### config.mk
export PLATFORM = sky130hd
export DESIGN_NAME = pwl_decode_top
export DESIGN_NICKNAME = d
export VERILOG_FILES = /design/src/design/pwl_pkg.sv /design/src/design/pwl_edge_det.sv /design/src/design/pwl_decode_top.sv
export VERILOG_INCLUDE_DIRS = /design/src /design/src/design
export SDC_FILE = /design/constraint.sdc
export NUM_CORES = 1
export LEC_CHECK = 0
export BUFFER_PORTS_ARGS = -buffer_cell sky130_fd_sc_hd__buf_2
export CAP_MARGIN = 20
export CORE_MARGIN = 2
export CORE_UTILIZATION = 30
export CTS_CLUSTER_SIZE = 16
export DETAILED_ROUTE_END_ITERATION = 10
export HOLD_SLACK_MARGIN = 0.12
export PLACE_DENSITY = 0.49
export SLEW_MARGIN = 25
export SYNTH_ARGS = -nofsm -noshare
export SYNTH_HDL_FRONTEND = slang
export SYNTH_HIERARCHICAL = 1
export SYNTH_SLANG_ARGS = --single-unit
### constraint.sdc
create_clock -name clk_i -period 4.1 [get_ports clk_i]
set_clock_uncertainty 0.1 [all_clocks]
set_input_delay 0.82 -clock clk_i [delete_from_list [all_inputs] [get_ports clk_i]]
set_output_delay 0.82 -clock clk_i [all_outputs]
set_load 0.02 [all_outputs]
### src/design/pwl_defines.svh
`ifndef PWL_DEFINES_SVH
`define PWL_DEFINES_SVH

// ----------------------------------------------------------------------
// Register offsets (byte addresses)
// ----------------------------------------------------------------------
`define PWL_OFS_MODE      8'h00
`define PWL_OFS_STATUS    8'h04
`define PWL_OFS_WORD      8'h08
`define PWL_OFS_P1CNT     8'h0c
`define PWL_OFS_P2CNT     8'h10

// ----------------------------------------------------------------------
// Pattern word field positions
// ----------------------------------------------------------------------
`define PWL_LINE0_LO_LSB  8
`define PWL_LINE0_HI_LSB  10
`define PWL_LINE1_P2_BIT  12
`define PWL_LINE1_P1_BIT  13
`define PWL_LINE2_P2_BIT  14

// ----------------------------------------------------------------------
// Mode register fields and reset values
// ----------------------------------------------------------------------
`define PWL_MODE_DFLT_BIT 0
`define PWL_MODE_EN_BIT   1
`define PWL_MODE_RST      2'h3
`define PWL_LINE_RST      1'h1
`define PWL_WORD_RST      32'h0000_0000

// ----------------------------------------------------------------------
// Status register fields
// ----------------------------------------------------------------------
`define PWL_STAT_L0_BIT   0
`define PWL_STAT_L1_BIT   1
`define PWL_STAT_L2_BIT   2
`define PWL_STAT_RSVD_BIT 3
`define PWL_STAT_LOAD_BIT 4

`endif

### src/design/pwl_pkg.sv
package pwl_pkg;

	// ------------------------------------------------------------------
	// Two-bit level code of the line 0 phase fields
	// ------------------------------------------------------------------
	typedef enum logic [1:0] {
		PWL_CODE_DFLT = 2'b00,
		PWL_CODE_RSVD = 2'b01,
		PWL_CODE_LOW  = 2'b10,
		PWL_CODE_HIGH = 2'b11
	} pwl_code_t;

endpackage : pwl_pkg

### src/design/pwl_edge_det.sv
module pwl_edge_det #(
	parameter int unsigned WIDTH = 2
) (
	// Clock and reset
	input  wire logic             clk_i,
	input  wire logic             srst_i,
	// Sampled levels
	input  wire logic [WIDTH-1:0] level_i,
	// Trailing edge pulses
	output logic      [WIDTH-1:0] fall_o
);

	logic [WIDTH-1:0] prev_q;
	logic [WIDTH-1:0] prev_d;

	// ------------------------------------------------------------------
	// Previous level
	// ------------------------------------------------------------------
	always_comb begin
		prev_d = level_i;
	end

	always_ff @(posedge clk_i) begin
		if (srst_i) begin
			prev_q <= '0;
		end else begin
			prev_q <= prev_d;
		end
	end

	// High last cycle, low now
	assign fall_o = prev_q & ~level_i;

endmodule : pwl_edge_det

### src/design/pwl_decode_top.sv
// Overview of operation
// - Line 0 high-phase code 10 drives line 0 low at phase one trailing edge.
// - Line 0 high-phase code 11 sets line 0 high at phase one trailing edge.
// - Line 0 high-phase code 00 takes line 0 level from mode default.
// - Bit 12 sets line 1 level at phase two trailing edge.
// - Bit 13 sets line 1 level at phase one trailing edge.
// - Bit 14 sets line 2 level at phase two trailing edge.
// - Line 0 low-phase code 10/11 drives line 0 low/high at phase two edge.
//
// Our own choices: the plain strobed port and the register addresses.

`include "pwl_defines.svh"

module pwl_decode_top
	import pwl_pkg::*;
#(
	parameter int unsigned ADDR_W = 8,
	parameter int unsigned CNT_W  = 16
) (
	// Clock and reset
	input  wire logic              clk_i,
	input  wire logic              srst_i,
	// Register port
	input  wire logic [ADDR_W-1:0] reg_addr_i,
	input  wire logic [31:0]       reg_wdata_i,
	input  wire logic              reg_wr_i,
	input  wire logic              reg_rd_i,
	output logic      [31:0]       reg_rdata_o,
	// Pattern sequencer
	input  wire logic [31:0]       pat_word_i,
	input  wire logic              pat_valid_i,
	// Phase clocks
	input  wire logic              phase_clock_one_i,
	input  wire logic              phase_clock_two_i,
	// General lines
	output logic                   general_line_zero_n_o,
	output logic                   general_line_one_n_o,
	output logic                   general_line_two_n_o
);

	// ------------------------------------------------------------------
	// Declarations
	// ------------------------------------------------------------------
	logic [1:0]        fall;
	logic [1:0]        ph_lvl;
	logic              p1_fall;
	logic              p2_fall;
	logic [31:0]       act_word;
	logic [1:0]        code_hi;
	logic [1:0]        code_lo;
	logic              upd_en;
	logic              dflt_lvl;
	logic              wr_mode;
	logic              wr_status;
	logic              wr_p1cnt;
	logic              wr_p2cnt;
	logic              rsvd_hit;

	logic [1:0]        mode_q;
	logic [1:0]        mode_d;
	logic [31:0]       word_q;
	logic [31:0]       word_d;
	logic              load_q;
	logic              load_d;
	logic              line0_q;
	logic              line0_d;
	logic              line1_q;
	logic              line1_d;
	logic              line2_q;
	logic              line2_d;
	logic              rsvd_q;
	logic              rsvd_d;
	logic [CNT_W-1:0]  p1cnt_q;
	logic [CNT_W-1:0]  p1cnt_d;
	logic [CNT_W-1:0]  p2cnt_q;
	logic [CNT_W-1:0]  p2cnt_d;
	logic [31:0]       rdata_q;
	logic [31:0]       rdata_d;
	logic [31:0]       rd_mux;

	// ------------------------------------------------------------------
	// Functions
	// ------------------------------------------------------------------
	// Level of line 0 for a phase field code; reserved code keeps it
	// 10 and 11 force a level, 00 takes the mode default
	function automatic logic pwl_line0_level(
		input logic [1:0] code,
		input logic       dflt,
		input logic       hold
	);
		logic lvl;
		lvl = hold;
		case (pwl_code_t'(code))
			PWL_CODE_LOW:  lvl = 1'b0;
			PWL_CODE_HIGH: lvl = 1'b1;
			PWL_CODE_DFLT: lvl = dflt;
			default:       lvl = hold;
		endcase
		return lvl;
	endfunction : pwl_line0_level

	// Edge counter; an edge in the clearing cycle is still counted
	function automatic logic [CNT_W-1:0] pwl_count(
		input logic [CNT_W-1:0] cur,
		input logic             ev,
		input logic             clr
	);
		logic [CNT_W-1:0] nxt;
		nxt = clr ? '0 : cur;
		if (ev) begin
			nxt = nxt + CNT_W'(1);
		end
		return nxt;
	endfunction : pwl_count

	// Register select for one offset of the map
	function automatic logic pwl_addr_hit(
		input logic [ADDR_W-1:0] addr,
		input logic [7:0]        ofs
	);
		return addr == ADDR_W'(ofs);
	endfunction : pwl_addr_hit

	// ------------------------------------------------------------------
	// Phase clock trailing edges
	// ------------------------------------------------------------------
	// Previous levels clear low, so a clock low at release gives no edge
	assign ph_lvl = {phase_clock_two_i, phase_clock_one_i};

	pwl_edge_det #(
		.WIDTH (2)
	) u_edge (
		.clk_i   (clk_i),
		.srst_i  (srst_i),
		.level_i (ph_lvl),
		.fall_o  (fall)
	);

	// Bit 0 falls with phase one, bit 1 with phase two
	assign p1_fall = fall[0];
	assign p2_fall = fall[1];

	// ------------------------------------------------------------------
	// Register decode
	// ------------------------------------------------------------------
	// 0x00 mode: bit 0 default level of line 0, bit 1 update enable
	// 0x04 status: line levels, reserved-code flag, word loaded
	// 0x08 last word; 0x0c and 0x10 phase edge counts, cleared by any write
	assign wr_mode   = reg_wr_i && pwl_addr_hit(reg_addr_i, `PWL_OFS_MODE);
	assign wr_status = reg_wr_i && pwl_addr_hit(reg_addr_i, `PWL_OFS_STATUS);
	assign wr_p1cnt  = reg_wr_i && pwl_addr_hit(reg_addr_i, `PWL_OFS_P1CNT);
	assign wr_p2cnt  = reg_wr_i && pwl_addr_hit(reg_addr_i, `PWL_OFS_P2CNT);

	assign upd_en    = mode_q[`PWL_MODE_EN_BIT];
	assign dflt_lvl  = mode_q[`PWL_MODE_DFLT_BIT];

	// ------------------------------------------------------------------
	// Active pattern word
	// ------------------------------------------------------------------
	// A word offered in the edge cycle is used at once
	// The word then stands until the sequencer offers the next one
	assign act_word = pat_valid_i ? pat_word_i : word_q;
	assign code_hi  = act_word[`PWL_LINE0_HI_LSB +: 2];
	assign code_lo  = act_word[`PWL_LINE0_LO_LSB +: 2];

	always_comb begin
		word_d = word_q;
		load_d = load_q;
		if (pat_valid_i) begin
			word_d = pat_word_i;
			load_d = 1'b1;
		end
	end

	always_ff @(posedge clk_i) begin
		if (srst_i) begin
			word_q <= `PWL_WORD_RST;
			load_q <= 1'b0;
		end else begin
			word_q <= word_d;
			load_q <= load_d;
		end
	end

	// ------------------------------------------------------------------
	// General line levels
	// ------------------------------------------------------------------
	// Phase two trails phase one within a pattern step, so it wins
	// Reserved code 01 keeps line 0 and only raises the status flag
	// With updates disabled all three lines are frozen
	always_comb begin
		line0_d = line0_q;
		line1_d = line1_q;
		line2_d = line2_q;
		if (upd_en && p1_fall) begin
			line0_d = pwl_line0_level(code_hi, dflt_lvl, line0_q);
			line1_d = act_word[`PWL_LINE1_P1_BIT];
		end
		if (upd_en && p2_fall) begin
			line0_d = pwl_line0_level(code_lo, dflt_lvl, line0_d);
			line1_d = act_word[`PWL_LINE1_P2_BIT];
			line2_d = act_word[`PWL_LINE2_P2_BIT];
		end
	end

	always_ff @(posedge clk_i) begin
		if (srst_i) begin
			line0_q <= `PWL_LINE_RST;
			line1_q <= `PWL_LINE_RST;
			line2_q <= `PWL_LINE_RST;
		end else begin
			line0_q <= line0_d;
			line1_q <= line1_d;
			line2_q <= line2_d;
		end
	end

	assign general_line_zero_n_o = line0_q;
	assign general_line_one_n_o  = line1_q;
	assign general_line_two_n_o  = line2_q;

	// ------------------------------------------------------------------
	// Mode, status and counters
	// ------------------------------------------------------------------
	// Reserved code seen at an applied edge; write one to clear
	assign rsvd_hit = upd_en &&
		((p1_fall && (code_hi == PWL_CODE_RSVD)) ||
		 (p2_fall && (code_lo == PWL_CODE_RSVD)));

	always_comb begin
		mode_d = mode_q;
		if (wr_mode) begin
			mode_d = reg_wdata_i[1:0];
		end
		rsvd_d = rsvd_q;
		if (wr_status && reg_wdata_i[`PWL_STAT_RSVD_BIT]) begin
			rsvd_d = 1'b0;
		end
		// Set wins over a clear in the same cycle
		if (rsvd_hit) begin
			rsvd_d = 1'b1;
		end
		// Counters run even while line updates are frozen
		p1cnt_d = pwl_count(p1cnt_q, p1_fall, wr_p1cnt);
		p2cnt_d = pwl_count(p2cnt_q, p2_fall, wr_p2cnt);
	end

	always_ff @(posedge clk_i) begin
		if (srst_i) begin
			mode_q  <= `PWL_MODE_RST;
			rsvd_q  <= 1'b0;
			p1cnt_q <= '0;
			p2cnt_q <= '0;
		end else begin
			mode_q  <= mode_d;
			rsvd_q  <= rsvd_d;
			p1cnt_q <= p1cnt_d;
			p2cnt_q <= p2cnt_d;
		end
	end

	// ------------------------------------------------------------------
	// Read data
	// ------------------------------------------------------------------
	always_comb begin
		rd_mux = 32'h0000_0000;
		case (reg_addr_i)
			`PWL_OFS_MODE: begin
				rd_mux[1:0] = mode_q;
			end
			`PWL_OFS_STATUS: begin
				rd_mux[`PWL_STAT_L0_BIT]   = line0_q;
				rd_mux[`PWL_STAT_L1_BIT]   = line1_q;
				rd_mux[`PWL_STAT_L2_BIT]   = line2_q;
				rd_mux[`PWL_STAT_RSVD_BIT] = rsvd_q;
				rd_mux[`PWL_STAT_LOAD_BIT] = load_q;
			end
			`PWL_OFS_WORD: begin
				rd_mux = word_q;
			end
			`PWL_OFS_P1CNT: begin
				rd_mux[CNT_W-1:0] = p1cnt_q;
			end
			`PWL_OFS_P2CNT: begin
				rd_mux[CNT_W-1:0] = p2cnt_q;
			end
			default: begin
				rd_mux = 32'h0000_0000;
			end
		endcase
		// Zero outside the reply cycle
		rdata_d = reg_rd_i ? rd_mux : 32'h0000_0000;
	end

	always_ff @(posedge clk_i) begin
		if (srst_i) begin
			rdata_q <= 32'h0000_0000;
		end else begin
			rdata_q <= rdata_d;
		end
	end

	assign reg_rdata_o = rdata_q;

endmodule : pwl_decode_top

-- Yosys cells after proc, flatten, opt, wreduce, memory -nomap -nowiden
Cells that the tools add are included.
- add/subtract/negate cells: 2
- eq/ne operators: 10
- muxes and demuxes: 16
- bitwise operators: 4
- reductions and logical operators: 18
- operators with widths (operator ; number):
    2-to-1 mux 16 bit ; 4
    case mux 11 bit (3 select lines) ; 1
    adder 16 x 1 -> 16 bit, second input constant ; 2
    == test 8 x 4 -> 1 bit, second input constant ; 2
    2-to-1 mux 15 bit ; 1
    case mux 3 bit (4 select lines) ; 1
    logical AND 1 bit ; 10
    case mux 2 bit (5 select lines) ; 1
    == test 2 bit, second input constant ; 4
    == test 8 x 3 -> 1 bit, second input constant ; 1
    == test 8 x 5 -> 1 bit, second input constant ; 1
    logical NOT 8 bit ; 1
    2-to-1 mux 1 bit ; 6
    case mux 1 bit (3 select lines) ; 2
    == test 2 x 1 -> 1 bit, second input constant ; 2
    logical NOT 2 bit ; 2
    nonzero test 2 bit ; 2
    OR reduction 3 bit ; 1
    AND 2 bit ; 1
    inverter 1 bit ; 2
    inverter 2 bit ; 1
    OR reduction 2 bit ; 1
    logical OR 1 bit ; 1
- bits in registers: 105
- input bits: 79
- output and inout port bits: 35
- word-level logic and storage cells: 63

-- Longest topological paths before layout
Gate-level depths: netlist of the first run.
- depth after elaboration: 6
- mapped depth: 10
- mapped depth without buffers: 8

-- Modules after synthesis
Netlist of the first run, hierarchy kept.
- modules (own cells, without submodules) (module ; times used ; cells an instance ; area each (um2) ; sequential area each (um2)):
    pwl_decode_top ; 1 ; 454 ; 4264.1 ; 2062.0
    pwl_edge_det ; 1 ; 6 ; 67.6 ; 40.0

-- Worst setup path before layout of the first run
Ideal clock, no wire load.
- kind: input-to-reg
- start: input reg_addr_i[3]
- end: register p2cnt_q[8]
- setup time: 0.070 ns
- data arrival time: 2.533 ns
- data required time: 3.930 ns
- slack: 1.397 ns
- stages: 9
- buffers on the path: 2
- cell sequence: buf_4 nor4_4 and3_1 buf_2 a21boi_0 ha_1 nand4_1 or3_2 a21oi_1
- word-level cells in the longest chain between the ends: 5
- ends and longest elaborated chain (item ; RTL line ; RTL):
    start: declaration ; pwl_decode_top.sv:24 ; input wire logic [ADDR_W-1:0] reg_addr_i,
    == test 8 x 5 -> 1 bit * ; pwl_decode_top.sv:121 ; return addr == ADDR_W'(ofs);
    logical AND 1 bit * ; pwl_decode_top.sv:152 ; assign wr_p2cnt = reg_wr_i && pwl_addr_hit(reg_addr_i, `PWL_OFS_P2CNT);
    2-to-1 mux 16 bit * ; pwl_decode_top.sv:109 ; nxt = clr ? '0 : cur;
    adder 16 x 1 -> 16 bit ; pwl_decode_top.sv:111 ; nxt = nxt + CNT_W'(1);
    2-to-1 mux 16 bit * ; pwl_decode_top.sv:110 ; if (ev) begin
    end signal: assignment ; pwl_decode_top.sv:258 ; p2cnt_q <= p2cnt_d;
    end: declaration ; pwl_decode_top.sv:75 ; logic [CNT_W-1:0] p2cnt_q;
Mark *: on every way between the ends. The rest lies on a longest branch, timed or not.
A chain may end at the register's enable or synchronous reset.

-- Worst setup path in the final report of the first run
Same ends and word-level chain as after synthesis.

==> results of run 1 <==
logic make-up (layout without fill, tap and decap cells):
kind of cell | Yosys count | count (layout) | synth area share
xor+xnor | 25 | 25 | 0.0505
buf+inv | 34 | 115 | 0.0373
mux | 39 | 39 | 0.0910
fa+ha+maj | 2 | 2 | 0.00578
flops | 105 | 105 | 0.485
simple gates | 191 | 191 | 0.229
compound gates | 64 | 64 | 0.101
where the power goes:
group | total (W) | internal [W] | switching, W
registers | 0.00106 | 0.00104 | 0.0000153
logic | 0.000127 | 0.0000564 | 0.0000704
clock network | 0.000861 | 0.000486 | 0.000376
routing by layer:
metal | wire, µm | global-route usage | share of wire | up-vias
li1 | - | - | - | 1759
met1 | 5130 | 0.200 | 0.47 | 1635
met2 | 5020 | 0.231 | 0.46 | 70
met3 | 511 | 0.0343 | 0.047 | 10
met4 | 154 | 0.0541 | 0.014 | 0
met5 | 0 | 0 | 0 | -
stage by stage:
step	cell area (µm²)	worst slack [ps]	hold slack, ps	total power [W]	utilization
after floorplan	4330	1400	329	0.00116	-
after detailed placement	4900	929	341	0.00121	0.350
final	5200	1300	352	0.00205	0.371
after global routing	5200	1070	373	0.00214	0.371
after CTS	5190	1300	358	0.00208	0.371
after global placement	4900	974	337	0.00121	0.350
cell usage in the layout, fill, tap and decap left out, types with 2 or more instances in the layout:
| cell | Yosys | final |
|---|---|---|
| buf_4 | 3 | 7 |
| a211o_1 | 2 | 2 |
| a41oi_1 | 4 | 4 |
| inv_1 | 10 | 10 |
| mux2_2 | 3 | 3 |
| ha_1 | 2 | 2 |
| nor3_1 | 9 | 9 |
| and2_1 | 17 | 17 |
| o21ai_0 | 5 | 5 |
| o31ai_1 | 2 | 2 |
| nand2_1 | 27 | 27 |
| a21oi_1 | 21 | 21 |
| buf_2 | 9 | 83 |
| o2bb2ai_1 | 2 | 2 |
| xnor2_1 | 18 | 18 |
| nand3_1 | 14 | 14 |
| or2_2 | 4 | 4 |
| and3_1 | 4 | 4 |
| mux2i_1 | 36 | 36 |
| nand4_1 | 10 | 10 |
| a22oi_1 | 16 | 16 |
| o22a_1 | 2 | 2 |
| nor2b_1 | 6 | 6 |
| a32oi_1 | 3 | 3 |
| dfxtp_1 | 105 | 105 |
| nor4_1 | 8 | 8 |
| or3_1 | 5 | 5 |
| clkinv_2 | 0 | 2 |
| nand2b_1 | 4 | 4 |
| clkbuf_16 | 0 | 9 |
| nor2_1 | 69 | 69 |
| or3_2 | 2 | 2 |
| xor2_1 | 7 | 7 |
synthesized netlist by cell type (5+ instances only):
cell type	number	area (µm²)
and2_1	17	106
xor2_1	7	61.3
a21oi_1	21	105
mux2i_1	36	360
nand4_1	10	62.6
o21ai_0	5	25.0
dfxtp_1	105	2100
buf_2	9	45.0
nor4_1	8	50.1
a22oi_1	16	120
nand3_1	14	70.1
nand2_1	27	101
or3_1	5	31.3
xnor2_1	18	158
inv_1	10	37.5
nor2_1	69	259
clkbuf_1	10	37.5
nor3_1	9	45.0
nor2b_1	6	37.5
flip-flops by register name, indices dropped and copies added, names as in the netlist:
register               count
general_line_two_n_o       1
mode_q                     2
general_line_one_n_o       1
word_q                    32
rsvd_q                     1
u_edge/prev_q              2
reg_rdata_o               32
p2cnt_q                   16
general_line_zero_n_o      1
load_q                     1
p1cnt_q                   16
final cells by class:
cell class	count	share of cell area
multi-input cells	321	0.398
clock buffers	10	0.0460
well taps	180	0.0433
repair buffers	90	0.0901
inverters	10	0.00722
clock inverters	5	0.0108
flip-flops and latches	105	0.405
final timing paths:
path                 startpoint         endpoint  slack, ps  depth (start not counted)
setup / recovery  reg_addr_i[3]       p2cnt_q[8]       1300                          9
hold / removal       word_q[25]  reg_rdata_o[25]        350                          1
hold reg to reg      word_q[25]  reg_rdata_o[25]        350                          1
setup reg to reg     p2cnt_q[0]       p2cnt_q[8]       2060                          6
==> impl_metrics.env, run 1 <==
export IMPL_clk_latency_ps=350
export IMPL_io_buffers=84
export IMPL_start_util=0.310
export IMPL_slew_limit_headroom=0.568
export IMPL_arrival_ps=2980
export IMPL_hold_buffers=0
export IMPL_ioPinCount=114
export IMPL_hold_path_class="reg -> reg"
export IMPL_cts_setup_buffers=0
export IMPL_syn_instance_count=460
export IMPL_die_area_um2=15400
export IMPL_crit_slowest_cell="or3_2"
export IMPL_multiInputGateArea_um2=2070
export IMPL_layout_min_cycle_time_ps=2800
export IMPL_drive_above_1_share=0.222
export IMPL_drt_initial_drc_count=198
export IMPL_post_drt_wl_per_cell_um=15.0
export IMPL_grt_pass1_wl_um=17400
export IMPL_hold_violations=0
export IMPL_grt_overflow=0
export IMPL_ys_types=53
export IMPL_dr_pass1_iters=5
export IMPL_avgSynthCellArea_um2=9.42
export IMPL_synth_ff_type="dfxtp_1"
export IMPL_antenna_cells=0
export IMPL_final_seq_area_um2=2100
export IMPL_post_route_period_util=0.683
export IMPL_wl_um=10800
export IMPL_setup_viol=0
export IMPL_cts_inserted_buffers=9
export IMPL_ir_drop_mv=0.218
export IMPL_path_delay_family="simple AND/OR/NAND/NOR gates"
export IMPL_fin_nets=618
export IMPL_clock_sinks=105
export IMPL_required_ps=4280
export IMPL_cap_violations=0
export IMPL_worst_slew_pin_slew_ps=648
export IMPL_yosys_register_bits=105
export IMPL_fillers=1468
export IMPL_critPathKind="in -> reg"
export IMPL_dieHeight_um=124
export IMPL_dpl_hpwl_um=7740
export IMPL_synth_edf_count=0
export IMPL_critPathBufInv=2
export IMPL_cp_cell_sequence="buf_2 -> nor4_4 -> and3_1 -> buf_4 -> a21boi_0 -> ha_1 -> nand4_1 -> or3_2 -> a21oi_1"
export IMPL_grt_max_degree=52
export IMPL_h_tree_depth=3
export IMPL_crit_fanout=15
export IMPL_track_usage=0.148
export IMPL_cts_root_buf="clkbuf_16"
export IMPL_setup_tns_final_ps=0
export IMPL_syn_area_um2=4330
export IMPL_power_density_nw_per_um2=394
export IMPL_vias=3474
export IMPL_post_cts_resized=0
export IMPL_fmax_ghz=0.357
export IMPL_outcome="completed"
export IMPL_final_cells=721
export IMPL_grt_pass1_vias=3346
export IMPL_cts_tree="done"
export IMPL_antenna_violating_nets_post_route=0
export IMPL_via_per_inst=4.82
export IMPL_fp_dieW_um=124
export IMPL_clkTransAtPathRegs_ps=70
export IMPL_syn2layout_area_growth_pct=20.0
export IMPL_rsz0062_at_grt="no"
export IMPL_ys_seq_area_frac=0.485
export IMPL_syn_num_nets=541
export IMPL_cp_end_kind="register"
export IMPL_yosysWarningCount=6
export IMPL_synthArstFlopShare=0
export IMPL_core_area_um2=14000
export IMPL_antenna_found_initial=0
export IMPL_crit_path_max_incr_delay_ps=480
export IMPL_placed_cells=706
export IMPL_p_leak_nw=2.07
export IMPL_placementRows=43
export IMPL_route_detailed_drc=0
export IMPL_clockBufferDepth=2
export IMPL_slew_viol_final=0
export IMPL_gp_congestion=0.733
export IMPL_crit_path_start_kind="input pin"
No activity file was read; power rests on OpenSTA's default activity.
==> inputs of run 2 (changes only) <==
- PLACE_DENSITY: 0.49 -> 0.51
- clock period: 4.1 -> 2.5 ns (I/O delays scaled with it)
==> run 2 against run 1 <==
- hold slack worse by 82 ps
- clock power up 100%
- via count up 2.4%
- power up 81%
- non-clock buffer count up 12
- largest power group is now the clock network
- global-route usage down 0.30 points
- first-iteration DRC count up 15%
- sequential cell count unchanged
- die area unchanged
- clock-buffer cell count up 1
- utilization up 1.2 points
==> impl_metrics.env, run 2 (same netlist as run 1, synthesis figures left out) <==
export IMPL_outcome="completed"
export IMPL_post_drt_wl_per_cell_um=14.6
export IMPL_rsz0062_at_grt="no"
export IMPL_fmax_ghz=0.456
export IMPL_crit_path_max_incr_delay_ps=500
export IMPL_clock_sinks=105
export IMPL_dpl_hpwl_um=7970
export IMPL_grt_max_degree=52
export IMPL_syn2layout_area_growth_pct=23.9
export IMPL_ioPinCount=114
export IMPL_core_area_um2=14000
export IMPL_p_leak_nw=2.17
export IMPL_drt_initial_drc_count=227
export IMPL_min_from="reg_wdata_i[1]"
export IMPL_final_seq_area_um2=2100
export IMPL_hold_depth=3
export IMPL_required_ps=2680
export IMPL_use_met1=0.199
export IMPL_fin_nets=630
export IMPL_final_cell_area_um2=5370
export IMPL_gp_congestion=0.794
export IMPL_fp_dieW_um=124
export IMPL_antenna_violating_nets_post_route=0
export IMPL_crit_slowest_cell="or3_2"
export IMPL_clkTransAtPathRegs_ps=70
export IMPL_cp_end_kind="register"
export IMPL_antenna_found_initial=0
export IMPL_io_buffers=84
export IMPL_cap_violations=0
export IMPL_reg2reg_to="p2cnt_q[8]"
export IMPL_worst_slew_pin_slew_ps=542
export IMPL_dr_pass1_iters=5
export IMPL_h_tree_depth=3
export IMPL_post_cts_resized=0
export IMPL_wl_um=10700
export IMPL_grt_overflow=0
export IMPL_grt_pass1_vias=3300
export IMPL_placementRows=43
export IMPL_worst_hold_slack_ps=270
export IMPL_hold_buffers=0
export IMPL_gr_usage_met3=0.0298
export IMPL_final_common_cell="dfxtp_1"
export IMPL_cts_setup_buffers=0
export IMPL_hold_violations=0
export IMPL_hold_path_class="in -> reg"
export IMPL_total_power_w=0.00370
export IMPL_clockBufferDepth=2
export IMPL_start_util=0.310
export IMPL_cts_inserted_buffers=9
export IMPL_timing_rr_start="p2cnt_q[1]"
export IMPL_critPathKind="in -> reg"
export IMPL_layout_min_cycle_time_ps=2190
export IMPL_dieHeight_um=124
export IMPL_via_per_inst=4.85
export IMPL_multiInputGateArea_um2=2070
export IMPL_postPlaceCellArea_um2=4990
export IMPL_setup_viol=0
export IMPL_r2r_slack_ps=430
export IMPL_crit_path_start_kind="input pin"
export IMPL_slew_viol_final=0
export IMPL_grt_pass1_wl_um=17100
export IMPL_post_route_period_util=0.877
export IMPL_cts_root_buf="clkbuf_16"
export IMPL_antenna_cells=0
export IMPL_fillers=1449
export IMPL_arrival_ps=2380
export IMPL_grt_busiest_layer="met2"
export IMPL_grt_util_met2=0.222
export IMPL_track_usage=0.145
export IMPL_r2r_cells=5
export IMPL_final_cell_mix="dfxtp_1 (105), buf_2 (84), nor2_1 (69), mux2i_1 (36), nand2_1 (27)"
export IMPL_clk_latency_ps=350
export IMPL_die_area_um2=15400
export IMPL_min_to="mode_q[1]"
export IMPL_crit_fanout=6
export IMPL_vias=3558
export IMPL_cts_tree="done"
export IMPL_ir_drop_mv=0.328
export IMPL_drive_above_1_share=0.240
export IMPL_slew_limit_headroom=0.639
export IMPL_power_density_nw_per_um2=690
export IMPL_cp_cell_sequence="buf_2 -> nor4_4 -> and3_1 -> a21boi_0 -> ha_1 -> nand4_1 -> or3_2 -> a21oi_1"
export IMPL_route_detailed_drc=0
-- run 2: changes by cell type in the layout (fill, tap and decap cells not counted) --
cell | previous run | this run
buf_2 | 83 | 84
buf_4 | 7 | 18
bufinv_16 | 1 | 4
clkbuf_8 | 1 | 2
clkinv_2 | 2 | 1
clkinv_4 | 1 | 0
clkinvlp_4 | 1 | 0
-- run 2: power breakdown --
part           internal (W)  total, W  leakage, nW  switching (W)
Combinational     0.0000986  0.000213         1.13       0.000115
Sequential          0.00171   0.00174        0.854      0.0000268
Clock               0.00113   0.00175        0.186       0.000616
-- run 2: critical path: cells and delay by family --
kind / cells / cell delay [ps]
compound gates: 2 / 440
simple gates: 4 / 1040
fa+ha+maj: 1 / 240
buf+inv: 1 / 160
-- run 2: through the flow --
step / setup slack (ps) / util / instances / setup TNS (ps)
after floorplan: 117 / - / 460 / 0
after global placement: 31.7 / 0.357 / 718 / 0
after detailed placement: -19.3 / 0.357 / 718 / -19.3
after CTS: 339 / 0.384 / 734 / 0
after global routing: 179 / 0.384 / 734 / 0
final: 308 / 0.384 / 734 / 0
-- run 2: area by class of cell --
cell class,instances,share of cell area
clock inverter,5,0.0233
multi-input combinational,321,0.385
tap,180,0.0420
sequential,105,0.392
clock buffer,11,0.0471
timing repair buffer,102,0.104
inverter,10,0.00699
-- run 2: how the worst max path moves through the flow --
stage / start / endpoint / slack [ps] / cells after the start
final: reg_addr_i[1] / p2cnt_q[8] / 310 / 8
after detailed placement: reg_addr_i[1] / p2cnt_q[8] / -20 / 8
after floorplan: reg_addr_i[3] / p2cnt_q[8] / 120 / 9
after CTS: reg_addr_i[1] / p2cnt_q[8] / 340 / 8
after global placement: reg_addr_i[1] / p2cnt_q[8] / 30 / 8
after global routing: reg_addr_i[1] / p2cnt_q[14] / 180 / 9
-- run 2: layer usage --
metal  vias to the layer above  part of all wire
li1                       1785                 -
met1                      1690              0.47
met2                        71              0.47
met3                        12             0.043
met4                         0             0.017
met5                         -                 0
